## src/hw/smc_defines.svh

```systemverilog
`ifndef SMC_DEFINES_SVH
`define SMC_DEFINES_SVH
`define SMC_AW          8
`define SMC_OFS_SYSCTL  8'h00
`define SMC_OFS_WUCTL   8'h04
`define SMC_OFS_WUCNT   8'h08
`define SMC_OFS_KEYCFG  8'h0C
`define SMC_OFS_STATUS  8'h10
`define SMC_BIT_STOP    7
`define SMC_BIT_RELEASE_MODE_SELECT    6
`define SMC_BIT_PORT_OUTPUT_ENABLE   4
`define SMC_RST_WUCNT   8'hFF
`define SMC_MCYC_CLKS   4
// Blank also spans the pin synchroniser, so the window is timed at the pin
`define SMC_SYNC_CLKS   2
`define SMC_RESP_OKAY   2'h0
`define SMC_RESP_SLVERR 2'h2
`endif

```

## src/hw/smc_pkg.sv

```systemverilog
package smc_pkg;
	typedef enum logic [1:0] {
		SMC_RUN,
		SMC_STOP,
		SMC_WARM
	} smc_state_t;
	typedef enum logic [1:0] {
		SMC_NORMAL_SINGLE_CLOCK_MODE,
		SMC_NORMAL_DUAL_CLOCK_MODE,
		SMC_SLOW_LOW_FREQ_MODE
	} smc_opmode_t;
	typedef struct packed {
		logic release_mode_select;
		logic port_output_enable;
	} smc_sysctl_t;
endpackage

```

## src/hw/smc_stop_mode_controller.sv

```systemverilog
// The AXI4-Lite slave port and the placing of the registers are this design's own decisions.
`include "smc_defines.svh"

// Behaviour
// - Stop bit halts both oscillators, all activity
// - Stopped: state kept, port drive per enable
// - Stop entry clears prescaler and divider
// - Held PC is stop instruction plus two
// - Resets end stop; warm-up, then single-clock
// - Wake pin, key wakeup, voltage detect release
// - Mode bit: one level, zero edge
// - Level mode: wake pin high releases
// - Level mode: stop refused while pin high
// - Warm-up clock is the entry system clock
// - Pin low during warm-up never restops
// - Edge mode: rising edge releases
// - Edge mode: stop enters with pin high
// - Edge within one machine cycle ignored
// - Warm-up halted; resume with prescaler cleared
// - Key pin at chosen level releases
// - Oscillators restart per mode at entry
module smc_stop_mode_controller
	import smc_pkg::*;
#(
	parameter int NKEY = 4
)(
	input  wire logic               aclk,
	input  wire logic               aresetn,
	input  wire logic [`SMC_AW-1:0] s_axi_awaddr,
	input  wire logic               s_axi_awvalid,
	output logic                    s_axi_awready,
	input  wire logic [31:0]        s_axi_wdata,
	input  wire logic [3:0]         s_axi_wstrb,
	input  wire logic               s_axi_wvalid,
	output logic                    s_axi_wready,
	output logic [1:0]              s_axi_bresp,
	output logic                    s_axi_bvalid,
	input  wire logic               s_axi_bready,
	input  wire logic [`SMC_AW-1:0] s_axi_araddr,
	input  wire logic               s_axi_arvalid,
	output logic                    s_axi_arready,
	output logic [31:0]             s_axi_rdata,
	output logic [1:0]              s_axi_rresp,
	output logic                    s_axi_rvalid,
	input  wire logic               s_axi_rready,
	input  wire logic               wake_pin,
	input  wire logic [NKEY-1:0]    key_pins,
	input  wire logic               volt_detect,
	input  wire logic               hf_tick,
	input  wire logic               lf_tick,
	input  wire smc_opmode_t        cur_mode,
	input  wire logic [15:0]        cpu_pc,
	output logic                    cpu_halt,
	output logic                    hf_osc_en,
	output logic                    lf_osc_en,
	output logic                    presc_clr,
	output logic                    port_drive_en,
	output logic [15:0]             held_pc,
	output smc_opmode_t             resume_mode
);
	////////////////////////////////////////////////////////////////
	// Pin synchronisers; first stage feeds only the second
	logic            pin_m, pin_s, pin_d, vd_m, vd_s;
	logic [NKEY-1:0] key_m, key_s;

	always_ff @(posedge aclk)
	begin
		pin_m <= wake_pin;
		pin_s <= pin_m;
		pin_d <= pin_s;
		vd_m  <= volt_detect;
		vd_s  <= vd_m;
		key_m <= key_pins;
		key_s <= key_m;
	end

	////////////////////////////////////////////////////////////////
	// Register bus
	logic [`SMC_AW-1:0] aw_addr, next_aw_addr;
	logic [7:0]         w_data, next_w_data;
	logic               aw_got, next_aw_got, w_got, next_w_got;
	logic               w_lane, next_w_lane;
	logic               next_bvalid, next_rvalid;
	logic [1:0]         next_bresp, next_rresp;
	logic [31:0]        next_rdata;
	logic               wr_do, wr_hit, stop_wr;
	smc_sysctl_t        sysctl, next_sysctl;
	logic [7:0]         wuctl, next_wuctl, wucnt, next_wucnt;
	logic [7:0]         keycfg, next_keycfg;
	smc_state_t         state, next_state;

	assign s_axi_awready = !aw_got && !s_axi_bvalid;
	assign s_axi_wready  = !w_got && !s_axi_bvalid;
	assign s_axi_arready = !s_axi_rvalid;
	assign wr_do = aw_got && w_got && !s_axi_bvalid;
	assign wr_hit = aw_addr == `SMC_OFS_SYSCTL || aw_addr == `SMC_OFS_WUCTL
		|| aw_addr == `SMC_OFS_WUCNT || aw_addr == `SMC_OFS_KEYCFG
		|| aw_addr == `SMC_OFS_STATUS;
	assign stop_wr = wr_do && w_lane && aw_addr == `SMC_OFS_SYSCTL
		&& w_data[`SMC_BIT_STOP];

	always_comb
	begin
		next_aw_addr = aw_addr;
		next_aw_got  = aw_got;
		next_w_data  = w_data;
		next_w_lane  = w_lane;
		next_w_got   = w_got;
		next_bvalid  = s_axi_bvalid && !s_axi_bready;
		next_bresp   = s_axi_bresp;
		next_rvalid  = s_axi_rvalid && !s_axi_rready;
		next_rresp   = s_axi_rresp;
		next_rdata   = s_axi_rdata;
		next_sysctl  = sysctl;
		next_wuctl   = wuctl;
		next_wucnt   = wucnt;
		next_keycfg  = keycfg;
		if (s_axi_awvalid && s_axi_awready)
		begin
			next_aw_addr = s_axi_awaddr;
			next_aw_got  = 1'b1;
		end
		if (s_axi_wvalid && s_axi_wready)
		begin
			next_w_data = s_axi_wdata[7:0];
			next_w_lane = s_axi_wstrb[0];
			next_w_got  = 1'b1;
		end
		if (wr_do)
		begin
			next_aw_got = 1'b0;
			next_w_got  = 1'b0;
			next_bvalid = 1'b1;
			next_bresp  = wr_hit ? `SMC_RESP_OKAY : `SMC_RESP_SLVERR;
			if (w_lane)
				unique case (aw_addr)
					`SMC_OFS_SYSCTL:
					begin
						// Mode bit steers release detection
						next_sysctl.release_mode_select =
							w_data[`SMC_BIT_RELEASE_MODE_SELECT];
						next_sysctl.port_output_enable =
							w_data[`SMC_BIT_PORT_OUTPUT_ENABLE];
					end
					`SMC_OFS_WUCTL:  next_wuctl  = w_data;
					`SMC_OFS_WUCNT:  next_wucnt  = w_data;
					`SMC_OFS_KEYCFG: next_keycfg = w_data;
					default:         next_keycfg = keycfg;
				endcase
		end
		if (s_axi_arvalid && s_axi_arready)
		begin
			next_rvalid = 1'b1;
			next_rresp  = `SMC_RESP_OKAY;
			next_rdata  = 32'h0000_0000;
			unique case (s_axi_araddr)
				`SMC_OFS_SYSCTL:
				begin
					next_rdata[`SMC_BIT_STOP]  = state != SMC_RUN;
					next_rdata[`SMC_BIT_RELEASE_MODE_SELECT]  =
						sysctl.release_mode_select;
					next_rdata[`SMC_BIT_PORT_OUTPUT_ENABLE] =
						sysctl.port_output_enable;
				end
				`SMC_OFS_WUCTL:  next_rdata[7:0] = wuctl;
				`SMC_OFS_WUCNT:  next_rdata[7:0] = wucnt;
				`SMC_OFS_KEYCFG: next_rdata[7:0] = keycfg;
				`SMC_OFS_STATUS:
					next_rdata[7:0] = {3'h0, pin_s, vd_s, lf_osc_en,
						state};
				default: next_rresp = `SMC_RESP_SLVERR;
			endcase
		end
	end

	always_ff @(posedge aclk)
	begin
		if (!aresetn)
		begin
			aw_addr      <= '0;
			aw_got       <= 1'b0;
			w_data       <= 8'h00;
			w_lane       <= 1'b0;
			w_got        <= 1'b0;
			s_axi_bvalid <= 1'b0;
			s_axi_bresp  <= `SMC_RESP_OKAY;
			s_axi_rvalid <= 1'b0;
			s_axi_rresp  <= `SMC_RESP_OKAY;
			s_axi_rdata  <= 32'h0000_0000;
			sysctl       <= '0;
			wuctl        <= 8'h00;
			wucnt        <= `SMC_RST_WUCNT;
			keycfg       <= 8'h00;
		end
		else
		begin
			aw_addr      <= next_aw_addr;
			aw_got       <= next_aw_got;
			w_data       <= next_w_data;
			w_lane       <= next_w_lane;
			w_got        <= next_w_got;
			s_axi_bvalid <= next_bvalid;
			s_axi_bresp  <= next_bresp;
			s_axi_rvalid <= next_rvalid;
			s_axi_rresp  <= next_rresp;
			s_axi_rdata  <= next_rdata;
			sysctl       <= next_sysctl;
			wuctl        <= next_wuctl;
			wucnt        <= next_wucnt;
			keycfg       <= next_keycfg;
		end
	end

	////////////////////////////////////////////////////////////////
	// Stop sequencer
	logic [2:0]  blank, next_blank;
	logic [7:0]  wu_cnt, next_wu_cnt;
	logic        src_lf, next_src_lf;
	logic        next_hf, next_lf, next_clr;
	logic [15:0] next_pc;
	smc_opmode_t next_resume;
	logic        key_hit, pin_wake, stop_ok, wu_tick;

	// Key fires when enabled [7:4] and at its chosen level [3:0]
	assign key_hit = |(keycfg[7:4] & ~(key_s ^ keycfg[3:0]));
	assign pin_wake = sysctl.release_mode_select ? pin_s
		: (pin_s && !pin_d);
	// Level mode refuses entry while pin is high; edge mode never does
	assign stop_ok = !(sysctl.release_mode_select && pin_s);
	assign wu_tick = src_lf ? lf_tick : hf_tick;

	always_comb
	begin
		next_state  = state;
		next_blank  = blank;
		next_wu_cnt = wu_cnt;
		next_src_lf = src_lf;
		next_hf     = hf_osc_en;
		next_lf     = lf_osc_en;
		next_clr    = 1'b0;
		next_pc     = held_pc;
		next_resume = resume_mode;
		unique case (state)
			SMC_RUN:
				if (stop_wr && stop_ok)
				begin
					next_state  = SMC_STOP;
					next_hf     = 1'b0;
					next_lf     = 1'b0;
					next_clr    = 1'b1;
					next_pc     = cpu_pc + 16'h0002;
					next_resume = cur_mode;
					next_src_lf = cur_mode == SMC_SLOW_LOW_FREQ_MODE;
					next_blank  = 3'(`SMC_MCYC_CLKS + `SMC_SYNC_CLKS);
				end
			SMC_STOP:
			begin
				if (blank != 3'h0)
					next_blank = blank - 3'h1;
				// Wakes inside the first machine cycle are dropped
				else if (pin_wake || key_hit || vd_s)
				begin
					next_state  = SMC_WARM;
					next_wu_cnt = 8'h00;
					next_hf = resume_mode != SMC_SLOW_LOW_FREQ_MODE;
					next_lf = resume_mode != SMC_NORMAL_SINGLE_CLOCK_MODE;
				end
			end
			SMC_WARM:
				// No path back to stop from here
				if (wu_tick)
				begin
					if (wu_cnt >= wucnt)
					begin
						next_state = SMC_RUN;
						next_clr   = 1'b1;
					end
					else
						next_wu_cnt = wu_cnt + 8'h01;
				end
			default: next_state = SMC_RUN;
		endcase
	end

	always_ff @(posedge aclk)
	begin
		if (!aresetn)
		begin
			// Reset ends stop and warms up into single-clock
			state       <= SMC_WARM;
			blank       <= 3'h0;
			wu_cnt      <= 8'h00;
			src_lf      <= 1'b0;
			hf_osc_en   <= 1'b1;
			lf_osc_en   <= 1'b0;
			presc_clr   <= 1'b0;
			held_pc     <= 16'h0000;
			resume_mode <= SMC_NORMAL_SINGLE_CLOCK_MODE;
		end
		else
		begin
			state       <= next_state;
			blank       <= next_blank;
			wu_cnt      <= next_wu_cnt;
			src_lf      <= next_src_lf;
			hf_osc_en   <= next_hf;
			lf_osc_en   <= next_lf;
			presc_clr   <= next_clr;
			held_pc     <= next_pc;
			resume_mode <= next_resume;
		end
	end

	// CPU stays frozen through stop and warm-up
	assign cpu_halt = state != SMC_RUN;
	// Latches keep driving only when enabled while stopped
	assign port_drive_en = state == SMC_RUN || sysctl.port_output_enable;
endmodule

```

## config.mk

```make
export PLATFORM = sky130hd
export DESIGN_NAME = smc_stop_mode_controller
export DESIGN_NICKNAME = d
export VERILOG_FILES = /design/src/hw/smc_pkg.sv /design/src/hw/smc_stop_mode_controller.sv
export VERILOG_INCLUDE_DIRS = /design/src /design/src/hw
export SDC_FILE = /design/constraint.sdc
export NUM_CORES = 1
export LEC_CHECK = 0
export BUFFER_PORTS_ARGS = -buffer_cell sky130_fd_sc_hd__buf_2
export CAP_MARGIN = 20
export CORE_MARGIN = 1
export CORE_UTILIZATION = 56
export DETAILED_ROUTE_END_ITERATION = 8
export PLACE_DENSITY = 0.9
export SETUP_SLACK_MARGIN = 0.02
export SYNTH_ARGS = -nofsm -noshare
export SYNTH_HDL_FRONTEND = slang
export SYNTH_SLANG_ARGS = --single-unit
```

## constraint.sdc

```tcl
create_clock -name aclk -period 5.55 [get_ports aclk]
set_input_delay 0.2775 -clock aclk [delete_from_list [all_inputs] [get_ports aclk]]
set_output_delay 0.2775 -clock aclk [all_outputs]
set_load 0.02 [all_outputs]
```

; Yosys cells after proc, flatten, opt, wreduce, memory -nomap -nowiden
; Cells that the tools add are included.
[classes]
addsub = 3
multipliers = 0
n_div = 0
magnitude_cmp = 1
n_eq_ne = 19
shift = 0
muxes = 35
bitwise_logic = 4
reduce_logical = 50
[op_table]
columns = cell, n
row1 = $eq 8x4->1 const B, 4
row2 = $mux 8, 4
row3 = $add 16x2->16 const B, 1
row4 = $eq 8x3->1 const B, 2
row5 = $eq 8x5->1 const B, 2
row6 = $logic_not 8->1, 2
row7 = $ne 2x2->1 const B, 8
row8 = $pmux 4 s4, 1
row9 = $pmux 8 s2, 1
row10 = $logic_and 1x1->1, 15
row11 = $reduce_and 3->1, 5
row12 = $mux 2, 7
row13 = $mux 1, 12
row14 = $reduce_and 5->1, 2
row15 = $add 8x1->8 const B, 1
row16 = $ge 8x8->1, 1
row17 = $logic_not 1->1, 8
row18 = $pmux 2 s4, 1
row19 = $reduce_bool 2->1, 4
row20 = $logic_or 1x1->1, 7
row21 = $mux 3, 2
row22 = $pmux 1 s2, 3
row23 = $pmux 2 s3, 1
row24 = $pmux 3 s2, 1
row25 = other kinds (16), 17
[word_totals]
reg_bits = 107
latchBits = 0
ramBits = 0
rom_bits = 0
input_bits = 85
out_inout_bits = 64
word_cells = 143
memories = 0

; Depth between registers and ports, before layout
[logic_depth]
word_depth = 9
mapped_depth = 8
mapped_depth_nobuf = 8

; Least setup slack after synthesis
; No wires, ideal clock.
[synth_timing]
path_type = reg-to-reg
from = reg wu_cnt[0]
to = reg wu_cnt[1]
setup_time_ns = 0.072
arrival_time_ns = 1.937
required_time_ns = 5.478
slack_ns = 3.541
path_stages_with_launch = 9
n_path_buf = 0
path_cell_list = dfxtp_1 inv_1 ha_1 nand2b_1 a2111oi_0 o31a_1 a21oi_1 nor2_1 mux2i_1
[synth_via]
elab_chain_cells = 4
[synth_rtl]
columns = element, line_no
row1 = from (decl), smc_stop_mode_controller.sv:217  ; logic [7:0] wu_cnt, next_wu_cnt;
row2 = from (signal assigned), smc_stop_mode_controller.sv:304  ; wu_cnt <= next_wu_cnt;
row3 = $add 8x1->8, smc_stop_mode_controller.sv:279  ; next_wu_cnt = wu_cnt + 8'h01;
row4 = $mux 8, smc_stop_mode_controller.sv:273  ; if (wu_cnt >= wucnt)
row5 = $mux 8, smc_stop_mode_controller.sv:271  ; if (wu_tick)
row6 = $pmux 8 s2, smc_stop_mode_controller.sv:243  ; unique case (state)
; Several ways; a longest one is shown, not always the timed one. The select of a mux whose other input is x is not followed.
; A chain may end at the register's enable or synchronous reset.

; Final worst setup path
[layout_timing]
from = reg aw_addr[1]
to = reg held_pc[7]
[layout_via]
elab_chain_cells = 5
[layout_rtl]
columns = element, line_no
row1 = from (decl), smc_stop_mode_controller.sv:79  ; logic [`SMC_AW-1:0] aw_addr, next_aw_addr;
row2 = from (signal assigned), smc_stop_mode_controller.sv:197  ; aw_addr <= next_aw_addr;
row3 = $logic_not 8->1, -
row4 = $logic_and 1x1->1 (no source line), -
row5 = $logic_and 1x1->1, smc_stop_mode_controller.sv:99  ; assign stop_wr = wr_do && w_lane && aw_addr == `SMC_OFS_SYSCTL
row6 = $logic_and 1x1->1, smc_stop_mode_controller.sv:245  ; if (stop_wr && stop_ok)
row7 = $reduce_and 2->1 (no source line), -
row8 = to (signal assigned), smc_stop_mode_controller.sv:309  ; held_pc <= next_pc;
row9 = to (decl), smc_stop_mode_controller.sv:58  ; output logic [15:0] held_pc,
; No other way between the ends.

==> results.txt <==
Using the TritonRoute via totals, the vias-per-cell ratio works out to 5.37. Master of the slowest instance on the critical path: and3_1. The uppermost signal routing layer after detailed routing is met4. The number of cells on the worst hold path is 1. The tools report the number of antenna violations at the first check in global routing as 0. The number of buffers created by CTS was 9; the total of max-cap violations was 0. Once detail routing completed, the nets flagged for antenna violations numbered 0. The reg-to-reg critical path endpoint is held_pc[7]. Setup violations remaining at the end of the flow were counted as 0. The clock tree synthesis step divided the H-tree into 3 levels.

The cell count after placement is 740, and the cell count after synthesis is 558. The core utilization of the finished layout came out at 0.645. The maximum single-stage delay on the critical path was 940 ps; the post-synthesis instance area was 4980 sq um. The leakage power is 2.31 nW.

Walking the worst path, the cells encountered are or4_4, nor4_4, and3_1, nand2_1, a21boi_2. The share of post-route cells with drive strength above 1 is 0.215, and the number of slew-limit violations in the final report is 0. Total detailed-routing wirelength: 10.2 mm. The number of buffers added on ports is 95, and the core outline area is 8680 sq um. The tools report the via count of the first global-routing pass as 3708. Post-placement worst setup slack: 2830 ps. Count of warnings emitted by yosys: 0.

The detailed route wirelength on metal3 is 501 um, and the ratio of final minimum period to clock period is 0.485. After detailed routing, the average wire length per cell comes to 13.5 um. The count of cells in the finished layout, fillers not included, comes to 759. The critical path in this run is classified as reg2reg.

After detailed routing, the met2 layer carries 5.15 mm of wire. The net count of the finished layout came out at 743. The repair_antennas step left the layout with diodes totalling 0. Clock-pin slew was measured on the worst setup and hold paths at 100 ps.

The share of flip-flops with an asynchronous set or reset was 0; the count of flip-flops with a built-in enable after synthesis was 0. Global routing finished with a remaining overflow of 0. Final instance area: 5600 sq um. In this run the critical register-to-register path is launched from aw_addr[1].

Power spread over the standard cell area amounts to 253 nW/um^2. The power consumption was 1.42 mW. The tools report the total count of hold-check failures in the final report as 0.

The tools report the kind of capture point of the worst setup path as a flop. The flow ran to the end, and the final reports show no timing, DRC or antenna violations. The area growth from synthesis to layout is 12.5%.

Setup slack on the worst flop-to-flop path: 2860 ps. Counting distinct cell types in the post-synthesis netlist gives 57. Post-placement cell area: 5360 sq um. Setup total negative slack on the finished layout was measured at 0 ps. The clock reaches the later pin of the worst-skew pair after 370 ps.

The via count came out at 4076. Root buffer selected by CTS: clkbuf_8. STA puts the critical path data required time at 5860 ps. For the normalized max-slew margin, the log shows 0.296. In this run the most critical hold path is launched from key_pins[0]. For the number of gates resized after cts, the log shows 0. The worst-case clock buffer depth was 2; the width of the die was 96.3 um. The first global-routing pass estimated 16.4 mm of wire. The half-perimeter wire length of the detailed placement result is 7.64 mm. IR analysis of the VDD net gives a maximum drop of 0.145 mV. Of all nets on the critical path, the largest fanout is 26. The startpoint type of the worst setup path was a flop. The met1 wire length came out at 4.36 mm. The tree built by TritonCTS fans out to 105 sinks. The actual transition at the worst max-transition pin works out to 1060 ps.

For this run, the leading register cell type out of synthesis is dfxtp_1. The tools report the highest attainable clock frequency as 372 MHz. 149 I/O pins were placed. The synthesized design contains 105 register bits.

The floorplan row count is 34, and the effective utilization at floorplan is 0.573. TritonCTS built the clock tree. The post-layout worst setup margin was 2860 ps. The sequential area share after synthesis is 0.422, and the violation count after the first detailed-route iteration is 150. Capture endpoint of the worst hold path: key_m[0]. The run gives 0.230 as the overall track demand over capacity in global routing.

The number of buffers and inverters on the critical path is 0. Setup repair after global routing left no endpoint under its margin. The post-synthesis average cell area was 8.92 sq um. In the routed design, unresolved DRC markers number 0. Counting the fill cells in the layout gives 718. Routability-driven placement finished with a final weighted congestion of 0.819.

The routed design could run at a clock period as short as 2690 ps. The critical path depth came out at 5. The cell type group with the largest total delay on the critical path is simple AND/OR/NAND/NOR gates. The logs give 3000 ps for the data arrival time of the critical path and 11.0 ps for the setup clock skew after layout. The die covers 9270 sq um. The run gives 75 as the largest net degree at the start of global routing. From bottom edge to top edge, the die measures 96.3 um. The min-delay analysis places its worst path in the category in2reg. The run gives 5 as the count of TritonRoute iterations in the first routing pass. The run gives 0 as the post-CTS repair timing setup buffer count. The worst register-to-register path has a depth of 5.

The final hold slack was 17.8 ps.
## worst max-delay path by stage
stage	slack, ps	endpoint	from
floorplan	3540	wu_cnt[1]	wu_cnt[0]
global placement	2950	held_pc[3]	aw_addr[1]
detailed placement	2830	held_pc[7]	aw_addr[1]
CTS	2820	held_pc[7]	aw_addr[1]
global route	2650	held_pc[7]	aw_addr[1]
finish	2860	held_pc[7]	aw_addr[1]
## synthesized netlist by cell type, types with 2 or more instances
master	number	area [sq um]
a21boi_2	10	113
mux2i_1	13	130
nor2_1	23	86.3
dfxtp_1	105	2100
clkbuf_1	12	45.0
nand3b_1	3	22.5
and3_1	4	25.0
a21oi_2	4	35.0
buf_1	3	11.3
buf_4	26	195
nor3_1	5	25.0
mux2_2	4	45.0
o31a_1	3	26.3
nand2b_1	10	62.6
a32oi_1	4	35.0
a21boi_0	34	255
o22ai_1	2	12.5
xnor2_1	7	61.3
o21a_1	2	15.0
buf_2	2	10.0
inv_1	16	60.1
a22o_1	4	35.0
nor2b_1	18	113
nand4_1	9	56.3
nand3_1	21	105
buf_12	2	40.0
o21ai_2	4	35.0
ha_1	12	150
and2_1	6	37.5
a31oi_1	3	18.8
o211ai_1	10	75.1
a21oi_1	5	25.0
o21ai_0	20	100
nand2_1	116	435
o311a_1	2	20.0
xor2_1	11	96.3
mux4_2	3	67.6
## cell usage in the layout, fill, tap and decap left out, types with 4 or more instances in the layout
| cell | count |
|---|---|
| o211ai_1 | 10 |
| o21ai_2 | 4 |
| nand2b_1 | 10 |
| a21oi_2 | 4 |
| and2_1 | 6 |
| a22o_1 | 4 |
| xnor2_1 | 7 |
| nand2_1 | 116 |
| xor2_1 | 11 |
| conb_1 | 26 |
| nand4_1 | 9 |
| o21ai_0 | 20 |
| dfxtp_1 | 105 |
| a21boi_2 | 10 |
| a21oi_1 | 5 |
| clkbuf_8 | 9 |
| inv_1 | 16 |
| nor3_1 | 5 |
| a21boi_0 | 34 |
| buf_2 | 95 |
| mux2i_1 | 13 |
| nor2_1 | 23 |
| ha_1 | 12 |
| and3_1 | 4 |
| nand3_1 | 21 |
| nor2b_1 | 18 |
| a32oi_1 | 4 |
| mux2_2 | 4 |
## area by class of cell
type / count / area, sq um / share of cell area
inverter: 16 / 60.1 / 0.0107
timing repair buffer: 99 / 513 / 0.0916
clock inverter: 7 / 86.3 / 0.0154
tap: 108 / 135 / 0.0241
sequential: 105 / 2100 / 0.375
multi-input combinational: 415 / 2580 / 0.461
clock buffer: 9 / 124 / 0.0221
## registers in the layout, summed over array words and instances (netlist names), 3 cells and up
name / flops
aw_addr: 8
blank: 3
held_pc: 16
key_m: 4
key_s: 4
keycfg: 8
s_axi_rdata: 8
w_data: 8
wu_cnt: 8
wucnt: 8
wuctl: 8
## where the power goes
group          internal (mW)  total (mW)  switching, mW
logic                 0.0517       0.132         0.0805
registers              0.772       0.789         0.0170
clock network          0.218       0.494          0.276
## metal layers
layer | track usage | vias to the layer above
met1 | 0.276 | 1866
met4 | 0.117 | 0
met2 | 0.393 | 147
met3 | 0.0395 | 19
li1 | - | 2044
met5 | 0 | -
## logic make-up after synthesis
family          Yosys count  share of synthesized area
fa+ha+maj                12                     0.0302
compound gates          119                      0.182
buf+inv                  63                     0.0779
xor+xnor                 18                     0.0317
other cells               1                   0.000754
simple gates            220                      0.207
flops                   105                      0.422
mux                      20                     0.0488
## repair_timing
action                     4_1_cts  5_1_grt
hold endpoints to repair         3        0
setup endpoints to repair        0        0
hold buffers                     3        0
No activity file was read; power rests on OpenSTA's default activity.
